File: src/pin_map_pkg.sv
// pin map lock guard: shared constants, register map, key states
// assumes an 8-bit register port on the system clock, one map register per address
package pin_map_pkg;

    // ************************************************************
    // register map
    // ************************************************************
    localparam logic [7:0] A_LOCK      = 8'h00;
    localparam logic [7:0] A_KEY       = 8'h01;
    localparam logic [7:0] A_IRQ_STAT  = 8'h02;
    localparam logic [7:0] A_IRQ_MASK  = 8'h03;
    localparam logic [7:0] A_STATUS    = 8'h04;
    localparam logic [7:0] A_IN_BASE   = 8'h20;
    localparam logic [7:0] A_OUT_BASE  = 8'h40;

    // ************************************************************
    // fields and reset values
    // ************************************************************
    localparam int         MAP_W       = 5;
    localparam logic [4:0] IN_MAP_RST  = 5'h1F;
    localparam logic [4:0] OUT_MAP_RST = 5'h00;
    localparam logic [7:0] KEY_FIRST   = 8'h55;
    localparam logic [7:0] KEY_SECOND  = 8'hAA;
    localparam int         LOCK_BIT    = 0;
    localparam logic       LOCK_RST    = 1'b0;
    localparam logic       FUSE_RST    = 1'b1;

    // event bits of status and mask
    localparam int EV_BLOCKED  = 0;
    localparam int EV_REFUSED  = 1;
    localparam int EV_LOCKCHG  = 2;
    localparam int EV_MISMATCH = 3;
    localparam int EV_W        = 4;

    // status register bits
    localparam int ST_LOCK     = 0;
    localparam int ST_FUSE     = 1;
    localparam int ST_ONCE     = 2;
    localparam int ST_MISMATCH = 3;
    localparam int ST_ARMED    = 4;

    typedef enum logic [2:0] {
        KEY_IDLE  = 3'b001,
        KEY_HALF  = 3'b010,
        KEY_ARMED = 3'b100
    } key_state_t;

endpackage

File: src/map_reg_cell.sv
// one map register with its shadow copy
// assumes write enable already qualified by the lock
`timescale 1ns/1ns
`default_nettype none
module map_reg_cell #(
    parameter int         W   = 5,
    parameter logic [4:0] RST = 5'h00
) (
    input  wire logic         mclk_i,
    input  wire logic         rst_i,
    input  wire logic         we_i,
    input  wire logic [W-1:0] wdata_i,
    output logic      [W-1:0] value_o,
    output logic              mismatch_o
);
    logic [W-1:0] value_q;
    logic [W-1:0] shadow_q;

    // live copy and shadow load together, so only an upset splits them
    always_ff @(posedge mclk_i or posedge rst_i) begin
        if (rst_i) begin
            value_q  <= RST[W-1:0];
            shadow_q <= RST[W-1:0];
        end else if (we_i) begin
            value_q  <= wdata_i;
            shadow_q <= wdata_i;
        end
    end

    assign value_o    = value_q;
    assign mismatch_o = (value_q != shadow_q);
endmodule
`default_nettype wire

File: src/pin_map_lock_guard.sv
// pin map lock guard: map registers, key sequence, lock, fuse, fabric
// assumes one 20 MHz clock, async high reset, single-strobe register port
`timescale 1ns/1ns
`default_nettype none
module pin_map_lock_guard #(
    parameter int N_IN   = 8,
    parameter int N_PINS = 32,
    parameter int N_FN   = 8
) (
    input  wire logic              mclk_i,
    input  wire logic              rst_i,
    input  wire logic [7:0]        addr_i,
    input  wire logic [7:0]        wdata_i,
    input  wire logic              wr_i,
    input  wire logic              rd_i,
    output logic      [7:0]        rdata_o,
    input  wire logic              single_session_fuse_i,
    input  wire logic [N_PINS-1:0] pin_in_i,
    input  wire logic [N_FN-1:0]   periph_out_i,
    output logic      [N_IN-1:0]   periph_in_o,
    output logic      [N_PINS-1:0] pin_out_o,
    output logic      [N_PINS-1:0] pin_oe_o,
    output logic                   map_lock_o,
    output logic                   cfg_mismatch_reset_o,
    output logic                   irq_o
);

    // ************************************************************
    // declarations
    // ************************************************************
    localparam logic [7:0] IN_END  = 8'(pin_map_pkg::A_IN_BASE + N_IN);
    localparam logic [7:0] OUT_END = 8'(pin_map_pkg::A_OUT_BASE + N_PINS);

    pin_map_pkg::key_state_t key_q;
    pin_map_pkg::key_state_t key_d;

    logic                       map_lock_q;
    logic                       locked_once_q;
    logic                       fuse_meta_q;
    logic                       fuse_q;
    logic [N_PINS-1:0]          pin_meta_q;
    logic [N_PINS-1:0]          pin_q;
    logic [N_IN-1:0][4:0]       in_map;
    logic [N_PINS-1:0][4:0]     out_map;
    logic [N_IN-1:0]            in_mis;
    logic [N_PINS-1:0]          out_mis;
    logic [N_IN-1:0]            periph_in_d;
    logic [N_PINS-1:0]          pin_out_d;
    logic [pin_map_pkg::EV_W-1:0] stat_q;
    logic [pin_map_pkg::EV_W-1:0] mask_q;
    logic [pin_map_pkg::EV_W-1:0] ev;
    logic [7:0]                 rdata_q;
    logic [7:0]                 rdata_d;
    logic [7:0]                 in_idx;
    logic [7:0]                 out_idx;
    logic                       in_hit;
    logic                       out_hit;
    logic                       map_hit;
    logic                       wr_lock;
    logic                       accept;
    logic                       refuse;
    logic                       any_mis;
    logic                       mis_q;

    // ************************************************************
    // address decode
    // ************************************************************
    assign in_hit  = (addr_i >= pin_map_pkg::A_IN_BASE) && (addr_i < IN_END);
    assign out_hit = (addr_i >= pin_map_pkg::A_OUT_BASE) && (addr_i < OUT_END);
    assign map_hit = in_hit || out_hit;
    assign in_idx  = addr_i - pin_map_pkg::A_IN_BASE;
    assign out_idx = addr_i - pin_map_pkg::A_OUT_BASE;
    assign wr_lock = wr_i && (addr_i == pin_map_pkg::A_LOCK);

    // ************************************************************
    // fuse synchroniser
    // ************************************************************
    // the fuse line is static but arrives from outside; resets to the safe one-session value
    always_ff @(posedge mclk_i or posedge rst_i) begin
        if (rst_i) begin
            fuse_meta_q <= pin_map_pkg::FUSE_RST;
            fuse_q      <= pin_map_pkg::FUSE_RST;
        end else begin
            fuse_meta_q <= single_session_fuse_i;
            fuse_q      <= fuse_meta_q;
        end
    end

    // ************************************************************
    // key sequence
    // ************************************************************
    // any access other than the expected one drops the sequence, except a first key write, which leaves it half
    always_comb begin
        key_d = key_q;
        if (wr_i || rd_i) begin
            case (key_q)
                pin_map_pkg::KEY_IDLE: begin
                    if (wr_i && addr_i == pin_map_pkg::A_KEY && wdata_i == pin_map_pkg::KEY_FIRST) begin
                        key_d = pin_map_pkg::KEY_HALF;
                    end
                end
                pin_map_pkg::KEY_HALF: begin
                    if (wr_i && addr_i == pin_map_pkg::A_KEY && wdata_i == pin_map_pkg::KEY_SECOND) begin
                        key_d = pin_map_pkg::KEY_ARMED;
                    end else if (wr_i && addr_i == pin_map_pkg::A_KEY
                                 && wdata_i == pin_map_pkg::KEY_FIRST) begin
                        key_d = pin_map_pkg::KEY_HALF;
                    end else begin
                        key_d = pin_map_pkg::KEY_IDLE;
                    end
                end
                pin_map_pkg::KEY_ARMED: begin
                    // armed state lasts for exactly one access
                    if (wr_i && addr_i == pin_map_pkg::A_KEY && wdata_i == pin_map_pkg::KEY_FIRST) begin
                        key_d = pin_map_pkg::KEY_HALF;
                    end else begin
                        key_d = pin_map_pkg::KEY_IDLE;
                    end
                end
                default: begin
                    key_d = pin_map_pkg::KEY_IDLE;
                end
            endcase
        end
    end

    always_ff @(posedge mclk_i or posedge rst_i) begin
        if (rst_i) begin
            key_q <= pin_map_pkg::KEY_IDLE;
        end else begin
            key_q <= key_d;
        end
    end

    // ************************************************************
    // map lock
    // ************************************************************
    assign accept = wr_lock && (key_q == pin_map_pkg::KEY_ARMED);
    // one-session fuse: once locked, a clear is refused until reset
    assign refuse = wr_lock && (!accept || (fuse_q && locked_once_q
                    && !wdata_i[pin_map_pkg::LOCK_BIT]));

    // lock holds its value between accepted changes
    always_ff @(posedge mclk_i or posedge rst_i) begin
        if (rst_i) begin
            map_lock_q <= pin_map_pkg::LOCK_RST;
        end else if (accept && !refuse) begin
            map_lock_q <= wdata_i[pin_map_pkg::LOCK_BIT];
        end
    end

    // remembers the first lock; only reset forgets it
    always_ff @(posedge mclk_i or posedge rst_i) begin
        if (rst_i) begin
            locked_once_q <= 1'b0;
        end else if (map_lock_q) begin
            locked_once_q <= 1'b1;
        end
    end

    assign map_lock_o = map_lock_q;

    // ************************************************************
    // map registers with shadows
    // ************************************************************
    // writes while locked are dropped but the bus never sees an error
    genvar gi;
    generate
        for (gi = 0; gi < N_IN; gi++) begin : g_in
            map_reg_cell #(
                .W   (pin_map_pkg::MAP_W),
                .RST (pin_map_pkg::IN_MAP_RST)
            ) u_cell (
                .mclk_i     (mclk_i),
                .rst_i      (rst_i),
                .we_i       (wr_i && in_hit && !map_lock_q && in_idx == 8'(gi)),
                .wdata_i    (wdata_i[4:0]),
                .value_o    (in_map[gi]),
                .mismatch_o (in_mis[gi])
            );
        end
        for (gi = 0; gi < N_PINS; gi++) begin : g_out
            map_reg_cell #(
                .W   (pin_map_pkg::MAP_W),
                .RST (pin_map_pkg::OUT_MAP_RST)
            ) u_cell (
                .mclk_i     (mclk_i),
                .rst_i      (rst_i),
                .we_i       (wr_i && out_hit && !map_lock_q && out_idx == 8'(gi)),
                .wdata_i    (wdata_i[4:0]),
                .value_o    (out_map[gi]),
                .mismatch_o (out_mis[gi])
            );
        end
    endgenerate

    // ************************************************************
    // continuous monitoring
    // ************************************************************
    assign any_mis = (|in_mis) || (|out_mis);

    // registered so the reset request is glitch free
    always_ff @(posedge mclk_i or posedge rst_i) begin
        if (rst_i) begin
            mis_q <= 1'b0;
        end else begin
            mis_q <= any_mis;
        end
    end

    assign cfg_mismatch_reset_o = mis_q;

    // ************************************************************
    // pin synchroniser and mapping fabric
    // ************************************************************
    always_ff @(posedge mclk_i or posedge rst_i) begin
        if (rst_i) begin
            pin_meta_q <= '0;
            pin_q      <= '0;
        end else begin
            pin_meta_q <= pin_in_i;
            pin_q      <= pin_meta_q;
        end
    end

    // one source per peripheral input; a selector past the last pin reads zero
    always_comb begin
        periph_in_d = '0;
        for (int i = 0; i < N_IN; i++) begin
            for (int p = 0; p < N_PINS; p++) begin
                if (in_map[i] == 5'(p)) begin
                    periph_in_d[i] = pin_q[p];
                end
            end
        end
    end

    // one code per pin, so two outputs can never fight on a pin
    always_comb begin
        pin_out_d = '0;
        for (int p = 0; p < N_PINS; p++) begin
            for (int f = 0; f < N_FN; f++) begin
                if (out_map[p] == 5'(f + 1)) begin
                    pin_out_d[p] = periph_out_i[f];
                end
            end
        end
    end

    always_ff @(posedge mclk_i or posedge rst_i) begin
        if (rst_i) begin
            periph_in_o <= '0;
            pin_out_o   <= '0;
            pin_oe_o    <= '0;
        end else begin
            periph_in_o <= periph_in_d;
            pin_out_o   <= pin_out_d;
            for (int p = 0; p < N_PINS; p++) begin
                pin_oe_o[p] <= (out_map[p] != pin_map_pkg::OUT_MAP_RST);
            end
        end
    end

    // ************************************************************
    // events and interrupt
    // ************************************************************
    always_comb begin
        ev = '0;
        ev[pin_map_pkg::EV_BLOCKED]  = wr_i && map_hit && map_lock_q;
        ev[pin_map_pkg::EV_REFUSED]  = refuse;
        ev[pin_map_pkg::EV_LOCKCHG]  = accept && !refuse
                                       && (wdata_i[pin_map_pkg::LOCK_BIT] != map_lock_q);
        ev[pin_map_pkg::EV_MISMATCH] = any_mis;
    end

    // set wins over a write-one clear in the same cycle
    always_ff @(posedge mclk_i or posedge rst_i) begin
        if (rst_i) begin
            stat_q <= '0;
        end else if (wr_i && addr_i == pin_map_pkg::A_IRQ_STAT) begin
            stat_q <= (stat_q & ~wdata_i[pin_map_pkg::EV_W-1:0]) | ev;
        end else begin
            stat_q <= stat_q | ev;
        end
    end

    always_ff @(posedge mclk_i or posedge rst_i) begin
        if (rst_i) begin
            mask_q <= '0;
        end else if (wr_i && addr_i == pin_map_pkg::A_IRQ_MASK) begin
            mask_q <= wdata_i[pin_map_pkg::EV_W-1:0];
        end
    end

    assign irq_o = |(stat_q & mask_q);

    // ************************************************************
    // read path
    // ************************************************************
    // unmapped addresses read zero; reads have no side effect beyond the key reset
    always_comb begin
        rdata_d = 8'h00;
        if (addr_i == pin_map_pkg::A_LOCK) begin
            rdata_d[pin_map_pkg::LOCK_BIT] = map_lock_q;
        end else if (addr_i == pin_map_pkg::A_IRQ_STAT) begin
            rdata_d[pin_map_pkg::EV_W-1:0] = stat_q;
        end else if (addr_i == pin_map_pkg::A_IRQ_MASK) begin
            rdata_d[pin_map_pkg::EV_W-1:0] = mask_q;
        end else if (addr_i == pin_map_pkg::A_STATUS) begin
            rdata_d[pin_map_pkg::ST_LOCK]     = map_lock_q;
            rdata_d[pin_map_pkg::ST_FUSE]     = fuse_q;
            rdata_d[pin_map_pkg::ST_ONCE]     = locked_once_q;
            rdata_d[pin_map_pkg::ST_MISMATCH] = mis_q;
            rdata_d[pin_map_pkg::ST_ARMED]    = (key_q == pin_map_pkg::KEY_ARMED);
        end else if (in_hit) begin
            rdata_d[4:0] = in_map[in_idx[$clog2(N_IN)-1:0]];
        end else if (out_hit) begin
            rdata_d[4:0] = out_map[out_idx[$clog2(N_PINS)-1:0]];
        end
    end

    // read data stand only in the cycle after the strobe
    always_ff @(posedge mclk_i or posedge rst_i) begin
        if (rst_i) begin
            rdata_q <= 8'h00;
        end else if (rd_i) begin
            rdata_q <= rdata_d;
        end else begin
            rdata_q <= 8'h00;
        end
    end

    assign rdata_o = rdata_q;
endmodule
`default_nettype wire

File: config.mk
export PLATFORM = sky130hd
export DESIGN_NAME = pin_map_lock_guard
export DESIGN_NICKNAME = d
export VERILOG_FILES = /design/src/pin_map_pkg.sv /design/src/map_reg_cell.sv /design/src/pin_map_lock_guard.sv
export SDC_FILE = /design/constraint.sdc
export NUM_CORES = 1
export LEC_CHECK = 0
export ABC_AREA = 1
export BUFFER_PORTS_ARGS = -buffer_cell sky130_fd_sc_hd__buf_2
export CELL_PAD_IN_SITES_DETAIL_PLACEMENT = 1
export CELL_PAD_IN_SITES_GLOBAL_PLACEMENT = 1
export CORE_ASPECT_RATIO = 1.75
export CORE_UTILIZATION = 40
export CTS_CLUSTER_SIZE = 30
export DETAILED_ROUTE_END_ITERATION = 7
export PLACE_DENSITY_LB_ADDON = 0.1
export SLEW_MARGIN = 10
export SYNTH_ARGS = -nofsm -noshare
export SYNTH_HDL_FRONTEND = slang
export SYNTH_SLANG_ARGS = --single-unit
File: constraint.sdc
create_clock -name mclk_i -period 12.95 [get_ports mclk_i]
set_input_delay 0.6475 -clock mclk_i [delete_from_list [all_inputs] [get_ports mclk_i]]
set_output_delay 0.6475 -clock mclk_i [all_outputs]
set_load 0.02 [all_outputs]
# Word level (Yosys, flattened, before mapping)
# Cells that the tools add are included.
# word_totals
ram_bits	0
word_cells	1262
input_bits	61
mem_bits_ro	0
n_memories	0
latchBits	0
register_bits	359
# classes
multipliers	0
n_mux	531
shift	0
magnitude_cmp	6
div	0
n_eq_ne	553
bitwise_logic	5
n_reduce_logical	112
addsub	2
# op_table
cell	count
$eq 5x3->1 const B	160
$eq 5x5->1 const B	128
$mux 1	515
$eq 5x4->1 const B	96
$eq 5x2->1 const B	80
$eq 5x1->1 const B	40
$reduce_bool 5->1	32
$eq 8x5->1 const B	16
$eq 8x3->1 const B	9
$eq 8x4->1 const B	8
$logic_and 1x1->1	60
$eq 8x2->1 const B	6
$logic_not 5->1	8
$mux 5	6
$bmux 5 s5	1
$eq 8x1->1 const B	3
$logic_not 8->1	3
$mux 4	4
$bmux 5 s3	1
$pmux 3 s3	1
$and 4x4->4	2
$eq 8x7->1 const B	1
$eq 8x8->1 const B	1
$ge 8x6->1 const B	1
other kinds (20)	27

# Logic depth before layout (Yosys ltp)
# Gate-level depths: netlist (run 1).
# logic_depth
word_depth	33
ltp_mapped	24
depth_no_buf	23

# Cells and area by module
# A second synthesis (run 1) with hierarchy kept.
# hier_totals
cells_unflattened	2853
area_unflattened_um2	21047.7
# by_module_without_submodules
mod	cells_each	area_each_um2	n_inst
pin_map_lock_guard	1893	12990.0	1
map_reg_cell (g_out[0].u_cell ...)	24	200.2	32
map_reg_cell (g_in[0].u_cell ...)	24	206.4	8

# Worst setup path after synthesis (run 1)
# Ideal clock, no wire load.
# synth_timing
path_type	input -> register
from	input addr_i[4]
to	register g_out[27].u_cell.value_q[1]
path_buffers	2
path_slack_ns	10.748
t_required_ns	12.817
cell_stages	7
arrival_ns	2.069
setup_ns	0.133
cell_sequence	buf_2 -> clkinv_1 -> nor2_1 -> buf_2 -> nand3_1 -> nand2_1 -> o21ai_0
# synth_via
elab_chain_len	5
word_cells_on_any_way	8
classes_between	add/sub: 1; order compare: 2; eq/ne: 1; reduce/logical: 4
# synth_lines
element	line	source
start, declared	pin_map_lock_guard.sv:12	input wire logic [7:0] addr_i,
parallel branches: the longest is 4 deep, another holds $sub 8x7->8	-	
$logic_and 1x1->1 (*)	pin_map_lock_guard.sv:189	.we_i (wr_i && out_hit && !map_lock_q && out_idx == 8'(gi)),
end signal, assigned	map_reg_cell.sv:22	value_q <= RST[W-1:0];
end signal, assigned	map_reg_cell.sv:25	value_q <= wdata_i;
end, declared	map_reg_cell.sv:16	logic [W-1:0] value_q;
# Mark *: on every way between the ends.
# A chain may end at the register's enable or synchronous reset.

# Final worst setup path (run 1)
# layout_timing
from	input addr_i[1]
to	register rdata_q[4] (netlist: rdata_o[4])
# layout_via
elab_chain_len	10
word_cells_on_any_way	23
classes_between	add/sub: 2; order compare: 4; eq/ne: 3; mux: 11; reduce/logical: 3
# layout_lines
element	line	source
$sub 8x7->8	pin_map_lock_guard.sv:72	assign out_idx = addr_i - pin_map_pkg::A_OUT_BASE;
$bmux 5 s5	pin_map_lock_guard.sv:318	rdata_d[4:0] = out_map[out_idx[$clog2(N_PINS)-1:0]];
$mux 5 (implied by the code)	pin_map_lock_guard.sv:318	
$mux 5	pin_map_lock_guard.sv:317	end else if (out_hit) begin
$mux 5	pin_map_lock_guard.sv:315	end else if (in_hit) begin
$mux 5	pin_map_lock_guard.sv:309	end else if (addr_i == pin_map_pkg::A_STATUS) begin
$mux 1	pin_map_lock_guard.sv:307	end else if (addr_i == pin_map_pkg::A_IRQ_MASK) begin
$mux 1	pin_map_lock_guard.sv:305	end else if (addr_i == pin_map_pkg::A_IRQ_STAT) begin
$mux 4 (*)	pin_map_lock_guard.sv:303	if (addr_i == pin_map_pkg::A_LOCK) begin
$mux 5 (*)	pin_map_lock_guard.sv:326	end else if (rd_i) begin
end signal, assigned	pin_map_lock_guard.sv:327	rdata_q <= rdata_d;
end, declared	pin_map_lock_guard.sv:52	logic [7:0] rdata_q;
# Every way passes the cells marked *; elsewhere a longest branch is shown, timed or not. The select of a mux whose other input is x is not followed.

==> results.md, run 1 <==
- The flow ran to the end, and the final reports show no timing, DRC or antenna violations.
- The total buffers and inverters traversed by the critical path is 5.
- The power density normalized to cell area is 108 nW/µm².
- The max-slew violation count is 0.
- The synthesized design contains 356 register bits.
- The final net count is 2693.
- For this run, design rule violations remaining after detail routing come to 0.
- The first global-routing pass estimated 135000 µm of wire.
- The CTS tree is yes.
- The worst supply voltage drop on vdd is 90.0 µV.
- At the pin with the least slew margin, the transition time is 1.15 ns.
- Summing the areas of all compound-gate instances in the mapped netlist gives 20.9% of the synthesized area.
- The insertion delay of the later-clocked pin in the worst-skew pair is 0.55 ns.
- The H-tree generated during clock tree synthesis spans 2 levels.
- The most used flip-flop cell after synthesis is sky130_fd_sc_hd__dfrtp_1.
- The largest total area in the synthesized netlist belongs to sky130_fd_sc_hd__dfrtp_1.
- Summing the sequential cell areas from Yosys gives 45.4% of the chip area.
- In this run the cell area of the synthesized design comes to 19700 µm².
- Along the worst path, the maximum fanout reaches 34.
- Synthesis produced a netlist whose cell count is 2555.
- The top cell types in the final layout, fill and taps aside, are sky130_fd_sc_hd__nand2_1 (398), sky130_fd_sc_hd__o21ai_0 (359), sky130_fd_sc_hd__dfrtp_1 (313).
- The number of global-route vias before repair was 21900.
- The number of optimization iterations in the first detailed-route pass is 5.
- The design internal power is 1750 µW.
- The final worst-path cycle share is 24.8%.
- The die is 170 µm wide.
- For this configuration, the core starts out at a cell density of 40.5%.
- Max-cap violations in this run came to 0.
- The HPWL after detailed placement is 63900 µm.
- The switching power is 639 µW.
- The number of failing hold endpoints at the final stage is 0.
- The mean area per synthesized cell is 7.72 µm².
- The initial antenna violation count is 1.
- Summed over all layers, the routed wires come to 90000 µm.
- On the final layout, the worst clock skew is 0.0314 ns.
- The startpoint of the lowest-slack hold path is single_session_fuse_i.
- The highest attainable clock frequency is 311 MHz.
- Clock tree synthesis selected as its root buffer the cell sky130_fd_sc_hd__clkbuf_16.
- The detailed-route wire length per cell is 27.2 µm.
- Summed over all cells, the static leakage comes to 0.00921 µW.
- The worst reg-to-reg path cell count is 17.
- The count of flip-flops with a built-in enable after synthesis is 0.
- The final non-filler cell total is 3309.
- The remaining max-slew budget at the tightest pin is 23.0%.
- In this run, the clock network consumes 44.3% of the power.
- The global placement routability congestion is 0.960.
- Fill cells in the final layout number 6100.
- The instance count after placement with tap cells included is 3245.
- The path class of the tightest hold or removal check is input port to register.
- In this run, the number of DRC markers left after iteration 0 of detailed routing was 1355.
- The total of buffers placed on input and output ports is 139.
- The proportion of layout cells with a drive suffix above 1 is 12.2%.
- The sequential fraction of design power is 48.6%.
- From bottom edge to top edge, the die measures 296 µm.
- The count of cells resized by post-cts repair is 0.
- Entering global routing, the biggest net connects 119 pins.
- The most numerous cell type found on the critical path is sky130_fd_sc_hd__buf_4.
- The maximum buffer depth of the clock tree is 3.
- The total negative setup slack is 0 ns.
- In this run switching power makes up 26.8% of total power.
- The path with the worst hold slack has its endpoint at fuse_meta_q.
- The remaining number of nets flagged by the antenna check after routing is 0.
- Leaving out fill and tap cells, the most frequent cell in the layout is sky130_fd_sc_hd__nand2_1.
- The worst setup path is of the input port to register kind.
- Counting instances, the worst hold path has a depth of 1.
- For this run, the share of the core covered by cells in the final layout is 45.3%.
- The core region is 48700 µm².
- The total number of clock tree sinks is 356.
- Setup violations remaining at the end of the flow were counted as 0.
- The fraction of registers with async set or reset after synthesis is 100%.
- The synthesized netlist devotes 0.190% of its cell area to adder and majority cells.
- Of the post-synthesis cell area, the part taken by muxes is 0%.
- In this run the post-CTS setup repair buffer count came out at 0.
- The area share of the largest cell type after synthesis is 39.7%.
- The smallest clock period supported by the final layout is computed as 3.21 ns.
- Using the TritonRoute via totals, the vias-per-cell ratio works out to 6.20.
- In this run the count of I/O pins placed on the die edge is 144.
- In the global route stage, overall resource usage came out at 36.3%.
- The standard cell with the maximum stage delay on the critical path is sky130_fd_sc_hd__a2111oi_1.
- The post-synthesis cell type count is 52.
- The worst register-to-register path begins at g_in[6].u_cell.value_o[4].
- The capturing element type of the critical path is a register.
- Counting the buffers created by CTS gives 36.
- The arrival time at the worst endpoint is 3.58 ns.
- Setup repair after global routing left no endpoint under its margin.
- Clock-pin slew was measured on the worst setup and hold paths at 0.06 ns.
- The total overflow left after global routing is 0.
- The dominant combinational cell family by area after synthesis is simple AND/OR/NAND/NOR gates.
- The layout overhead on the synthesized area is 11.8%.
- The signal on the critical path passes through buf_2 -> nor2_2 -> buf_4 -> inv_2 -> buf_4 -> nor3_2 -> a41o_1 -> nand2_1 -> inv_1 -> nor2_1 -> o311ai_1 -> a2111oi_1.
- The endpoint identified for the worst register-to-register timing path is periph_in_o[6].
- Yosys printed 0 warnings.
- The stage delay of the slowest cell on the critical path is 0.69 ns.
- The area share of and/or/nand/nor cells after synthesis is 24.7%.
- The die covers 50200 µm².
- Yosys attributes the largest share of cell area to sky130_fd_sc_hd__dfrtp_1 (40%), sky130_fd_sc_hd__o21ai_0 (9.1%), sky130_fd_sc_hd__nand2_1 (7.6%).
- The number of rows in the core area is 107.
- After Yosys synthesis, XOR and XNOR cells account for 0.0444% of the synthesized area.
- The kind of start point of the critical path is an input port.
- The combinational cell fraction of total power is 7.1%.
- Summing over every cut layer, the via total after detailed routing is 20500.
- The number of buffers added to fix hold violations after cts is 0.
- In this design, the largest share of critical-path delay is due to compound AO/OA/AOI/OAI gates.
- The worst-case register-to-register setup slack is 10.05 ns.
- The worst endpoint required time is 13.32 ns.
[worst reg2reg max path, delay by kind of cell (launching register included)]
| family | cells | cell delay [ns] |
|---|---|---|
| flops | 1 | 0.74 |
| compound gates | 1 | 0.08 |
| buf+inv | 2 | 0.33 |
| simple gates | 14 | 1.54 |
[cell families after synthesis]
kind of cell / count (synthesis)
simple gates: 1042
compound gates: 710
buf+inv: 442
flops: 356
fa+ha+maj: 3
xor+xnor: 1
other cells: 1
[stage by stage]
step | setup WS (ns) | hold WS, ns | area [µm²] | power, µW
global placement | 9.31 | 0.332 | 20900 | 1340
finish | 9.74 | 0.195 | 22100 | 2390
floorplan | 2.50 | 0.331 | 19700 | 1250
global route | 9.60 | 0.190 | 22000 | 2460
CTS | 9.77 | 0.175 | 22000 | 2410
detailed placement | 9.20 | 0.336 | 20900 | 1350
[state kept, by name, indices dropped and copies added, names as in the netlist, 15 cells and up]
signal	count
pin_out_o	32
pin_q	32
g_out.u_cell.shadow_q	20
pin_meta_q	32
g_in.u_cell.value_o	15
g_in.u_cell.shadow_q	25
pin_oe_o	32
g_out.u_cell.value_o	140
[power by group through the flow]
stage,Combinational (µW),Sequential [µW],Clock [µW]
global placement,163,1180,0
CTS,167,1160,1080
floorplan,91.5,1160,0
finish,170,1160,1060
global route,181,1160,1120
detailed placement,166,1180,0
[Yosys cell counts (18+ instances only)]
| cell type | n |
|---|---|
| sky130_fd_sc_hd__nor2_1 | 176 |
| sky130_fd_sc_hd__o22ai_1 | 98 |
| sky130_fd_sc_hd__clkbuf_1 | 91 |
| sky130_fd_sc_hd__inv_1 | 291 |
| sky130_fd_sc_hd__o21ai_0 | 359 |
| sky130_fd_sc_hd__dfrtp_1 | 313 |
| sky130_fd_sc_hd__a21oi_1 | 94 |
| sky130_fd_sc_hd__nor3_1 | 50 |
| sky130_fd_sc_hd__o21ai_1 | 18 |
| sky130_fd_sc_hd__o311ai_0 | 21 |
| sky130_fd_sc_hd__nand3_1 | 192 |
| sky130_fd_sc_hd__nand4_1 | 169 |
| sky130_fd_sc_hd__nand2_1 | 398 |
| sky130_fd_sc_hd__dfstp_2 | 43 |
| sky130_fd_sc_hd__nor4_1 | 18 |
| sky130_fd_sc_hd__buf_2 | 21 |
| sky130_fd_sc_hd__a31oi_1 | 27 |
[layout make-up]
cell class | count | area, µm² | area share [%]
diodes | 1 | 2.50 | 0.0113
clock buffers | 46 | 988 | 4.48
clock inverters | 17 | 168 | 0.760
inverters | 312 | 1180 | 5.34
multi-input cells | 1760 | 9060 | 41.1
flip-flops and latches | 356 | 8960 | 40.6
well taps | 654 | 818 | 3.71
repair buffers | 163 | 876 | 3.97
[layer usage]
layer / track usage, % / part of all wire, % / up-vias
li1: - / - / 9135
met2: 64.6 / 50 / 834
met4: 35.4 / 11 / 0
met5: 0 / 0 / -
met3: 4.71 / 4.9 / 452
met1: 36.0 / 33 / 10100
[how the worst max path moves through the flow]
| stage | from | slack, ns | end | depth (start not counted) |
|---|---|---|---|---|
| 3_5_place_dp | addr_i[1] | 9.20 | rdata_o[4] | 12 |
| 4_1_cts | addr_i[1] | 9.77 | rdata_o[4] | 12 |
| 2_1_floorplan | rst_i | 2.50 | g_out[0].u_cell.shadow_q[0] | 1 |
| 6_report | addr_i[1] | 9.74 | rdata_o[4] | 12 |
| 3_3_place_gp | addr_i[1] | 9.31 | rdata_o[4] | 12 |
| 5_1_grt | addr_i[1] | 9.60 | g_out[14].u_cell.value_o[3] | 12 |
Power figures use the tool's default switching activity.
==> run 2: changes to the inputs <==
- clock period: 12.95 -> 3.3 ns (I/O delays scaled with it)
==> run 2 against run 1 <==
Combinational power grew to 4.4 times the previous value. Flip-flop and latch count is the same. Sequential share of layout area fell by 1.5 points.
==> results.md, run 2 (synthesized netlist as in run 1, its figures left out) <==
- The area occupied by registers is 8960 µm² (unchanged).
- The fill cell total of the finished layout came to 6039 (was 6100).
- The clock transition time at the flip-flop clock pins of the worst setup and hold paths is 0.06 ns (about the same).
- The height of the die is 296 µm (unchanged).
- The smallest clock period supported by the final layout is computed as 2.84 ns.
- The global placement routability congestion was 0.993 (was 0.960).
- The number of clock buffers inserted by TritonCTS is 37 (was 36).
- The remaining number of nets flagged by the antenna check after routing is 0 (unchanged).
- The kind of start point of the critical path is a register (was input port).
- The number of flip-flops in the largest register was 140 (unchanged).
- The initial antenna violation count came to 1 (unchanged).
- Of the available clock period, the critical path in the final layout requires 86.0%.
- The sequential fraction of design power is 46.9% (was 48.6%).
- The worst reg-to-reg path cell count is 17 (unchanged).
- The largest fanout of any net on the critical path is 19 (was 34).
- The iteration-0 DRC count of the detailed router is 1284 (was 1355).
- The number of failing hold endpoints at the final stage was 0 (unchanged).
- The final net count is 2770 (was 2693).
- The number of maximum-capacitance violations is 0 (unchanged).
- The standard cell with the maximum stage delay on the critical path is sky130_fd_sc_hd__dfstp_2 (was sky130_fd_sc_hd__a2111oi_1).
- The maximum level of the CTS H-tree was 2 (unchanged).
- The total overflow reported by the global router was 0 (unchanged).
- The layout overhead on the synthesized area was 16.0% (was 11.8%).
- The capturing element type of the critical path is a register (unchanged).
- The count of final setup violators came to 0 (unchanged).
- The count of cells resized by post-cts repair is 0 (unchanged).
- The number of buffers added to fix hold violations after cts is 38 (was 0).
- The buffers inserted during post-CTS setup optimization is 0 (unchanged).
- The clock network fraction of design power was 45.5% (was 44.3%).
- The final hold slack is 0.0385 ns (was 0.195 ns).
- Unrepaired setup endpoints after global routing: false (unchanged).
- Derived from the worst setup path, the maximum achievable clock frequency is 353 MHz.
- The total leakage power is 0.00962 µW (was 0.00921 µW).
- Critical path cell sequence: inv_1 -> nand3_1 -> o21ai_0 -> inv_1 -> nand4_1 -> nand2_1 -> nand4_1 -> nor2_1 -> nand4_1 -> nor2_1 -> nand4_1 -> nor2_1 -> nand4_1 -> nor2_1 -> nand4_1 -> nor2_1 -> nand4_1 (was buf_2 -> nor2_2 -> buf_4 -> inv_2 -> buf_4 -> nor3_2 -> a41o_1 -> nand2_1 -> inv_1 -> nor2_1 -> o311ai_1 -> a2111oi_1).
- The type of the setup path with the least slack is register to register (was input port to register).
- The slew at the pin closest to its max-slew limit was 1.10 ns (was 1.15 ns).
- The number of vias after detailed routing came to 20800 (was 20500).
- The top-level I/O count is 144 (unchanged).
- The cell area after placement is 21200 µm² (was 20900 µm²).
- The power density normalized to cell area is 424 nW/µm² (was 108 nW/µm²).
- The detailed-route wire length per cell is 26.6 µm (was 27.2 µm).
- The final instance area is 22900 µm² (was 22100 µm²).
- The fraction of the core area covered by cells at the end of the flow is 47.0% (was 45.3%).
- The routed via count divided by cell count is 6.15 (was 6.20).
- The total core area was 48700 µm² (unchanged).
- The worst supply voltage drop on vdd is 439 µV (was 90.0 µV).
- The setup clock skew after layout is 0.0324 ns (was 0.0314 ns).
- The total wirelength of the detailed-routed design was 90300 µm (was 90000 µm).
- The proportion of layout cells with a drive suffix above 1 came to 13.4% (was 12.2%).
- The number of rows in the core area is 107 (unchanged).
- The final HPWL from detailed placement was 64800 µm (was 63900 µm).
- The switching part of the total power is 26.3% (was 26.8%).
- The initial standard-cell utilization of the core is 40.5% (unchanged).
- The most frequent cell on the critical path is sky130_fd_sc_hd__nand4_1 (was sky130_fd_sc_hd__buf_4).
- The first-pass GRT wire length was 134000 µm (was 135000 µm).
- The max-slew violation count is 0 (unchanged).
- The number of cells on the worst hold path is 5 (was 1).
- The stage delay of the slowest cell on the critical path is 0.76 ns (was 0.69 ns).
- The class of the worst hold path is input port to register (unchanged).
- The maximum buffer depth of the clock tree was 3 (unchanged).
- The horizontal die dimension was 170 µm (unchanged).
- The arrival time at the worst endpoint was 3.23 ns (was 3.58 ns).
- The CTS tree is yes (unchanged).
- The design internal power came to 7160 µW (was 1750 µW).
- The remaining max-slew budget at the tightest pin is 26.4% (was 23.0%).
- The pin count of the biggest net entering global routing is 72 (was 119).
- The combinational cell fraction of total power is 7.7% (was 7.1%).
- The most common cell after layout, fill and taps aside is sky130_fd_sc_hd__nand2_1 (unchanged).
- The total of buffers placed on input and output ports is 139 (unchanged).
- The area used by multi-input combinational logic is 9060 µm² (unchanged).
- Result of the run: completed (unchanged).
- The root buffer cell is sky130_fd_sc_hd__clkbuf_16 (unchanged).
- The total track usage is 36.1% (was 36.3%).
- The number of remaining DRC errors came to 0 (unchanged).
- The total number of clock tree sinks is 356 (unchanged).
- The number of optimization iterations in the first detailed-route pass is 5 (unchanged).
- The insertion delay of the later-clocked pin in the worst-skew pair is 0.56 ns (was 0.55 ns).
- The total negative setup slack is 0 ns (unchanged).
- The die area is 50200 µm² (unchanged).
- Most used cells in the layout excluding fill and tap cells: sky130_fd_sc_hd__nand2_1 (398), sky130_fd_sc_hd__o21ai_0 (359), sky130_fd_sc_hd__dfrtp_1 (313) (unchanged).
- The worst endpoint required time is 3.69 ns (was 13.32 ns).
- The number of global-route vias before repair is 21600 (was 21900).
- The switching power was 2560 µW (was 639 µW).
## run 2: changes by cell type in the layout (fill, tap and decap cells not counted), moves of 3 or more
cell / before / now
sky130_fd_sc_hd__clkinvlp_4: 4 / 7
sky130_fd_sc_hd__dlygate4sd3_1: 0 / 38
sky130_fd_sc_hd__buf_12: 0 / 5
sky130_fd_sc_hd__buf_4: 24 / 57
## run 2: power groups by stage
stage / clock network, µW / registers (µW) / logic (µW)
after global routing: 4640 / 4550 / 790
after global placement: 0 / 4630 / 687
after floorplan: 0 / 4550 / 360
final: 4410 / 4550 / 744
after CTS: 4490 / 4550 / 737
after detailed placement: 0 / 4630 / 700
## run 2: cell type report
cell class	instances	area share [%]
tap	654	3.58
inverter	312	5.13
multi-input combinational	1760	39.6
sequential	356	39.2
antenna	1	0.0109
clock inverter	22	1.08
clock buffer	45	4.45
timing repair buffer	239	7.01
## run 2: critical path: cells and delay by family (launching register included)
family / cells / cell delay, ns
flip-flops: 1 / 0.76
AND/OR/NAND/NOR: 14 / 1.49
AO/OA/AOI/OAI: 1 / 0.08
buffers and inverters: 2 / 0.36
## run 2: final timing paths
path | start | end | slack [ns]
setup / recovery | g_in[6].u_cell.value_o[4] | periph_in_o[6] | 0.46
hold / removal | wdata_i[7] | key_q[2] | 0.04
setup reg to reg | g_in[6].u_cell.value_o[4] | periph_in_o[6] | 0.46
hold reg to reg | pin_meta_q[10] | pin_q[10] | 0.35
max in group asynchronous | rst_i | pin_out_o[31] | 2.03
min in group asynchronous | rst_i | g_out[20].u_cell.value_o[2] | 0.29
## run 2: layer usage
layer	track usage, %	routed length [µm]	up-vias
met5	0	12	-
met4	32.7	9330	2
met1	35.9	30800	10400
met3	4.55	4020	421
li1	-	-	9301
met2	65.3	46100	766
## run 2: metrics by stage
step	setup slack [ns]	instances	total power [µW]
2_1_floorplan	-1.60	2558	4910
3_3_place_gp	0.540	3283	5310
3_5_place_dp	0.474	3283	5330
4_1_cts	0.522	3388	9780
5_1_grt	0.156	3388	9980
6_report	0.464	3389	9710
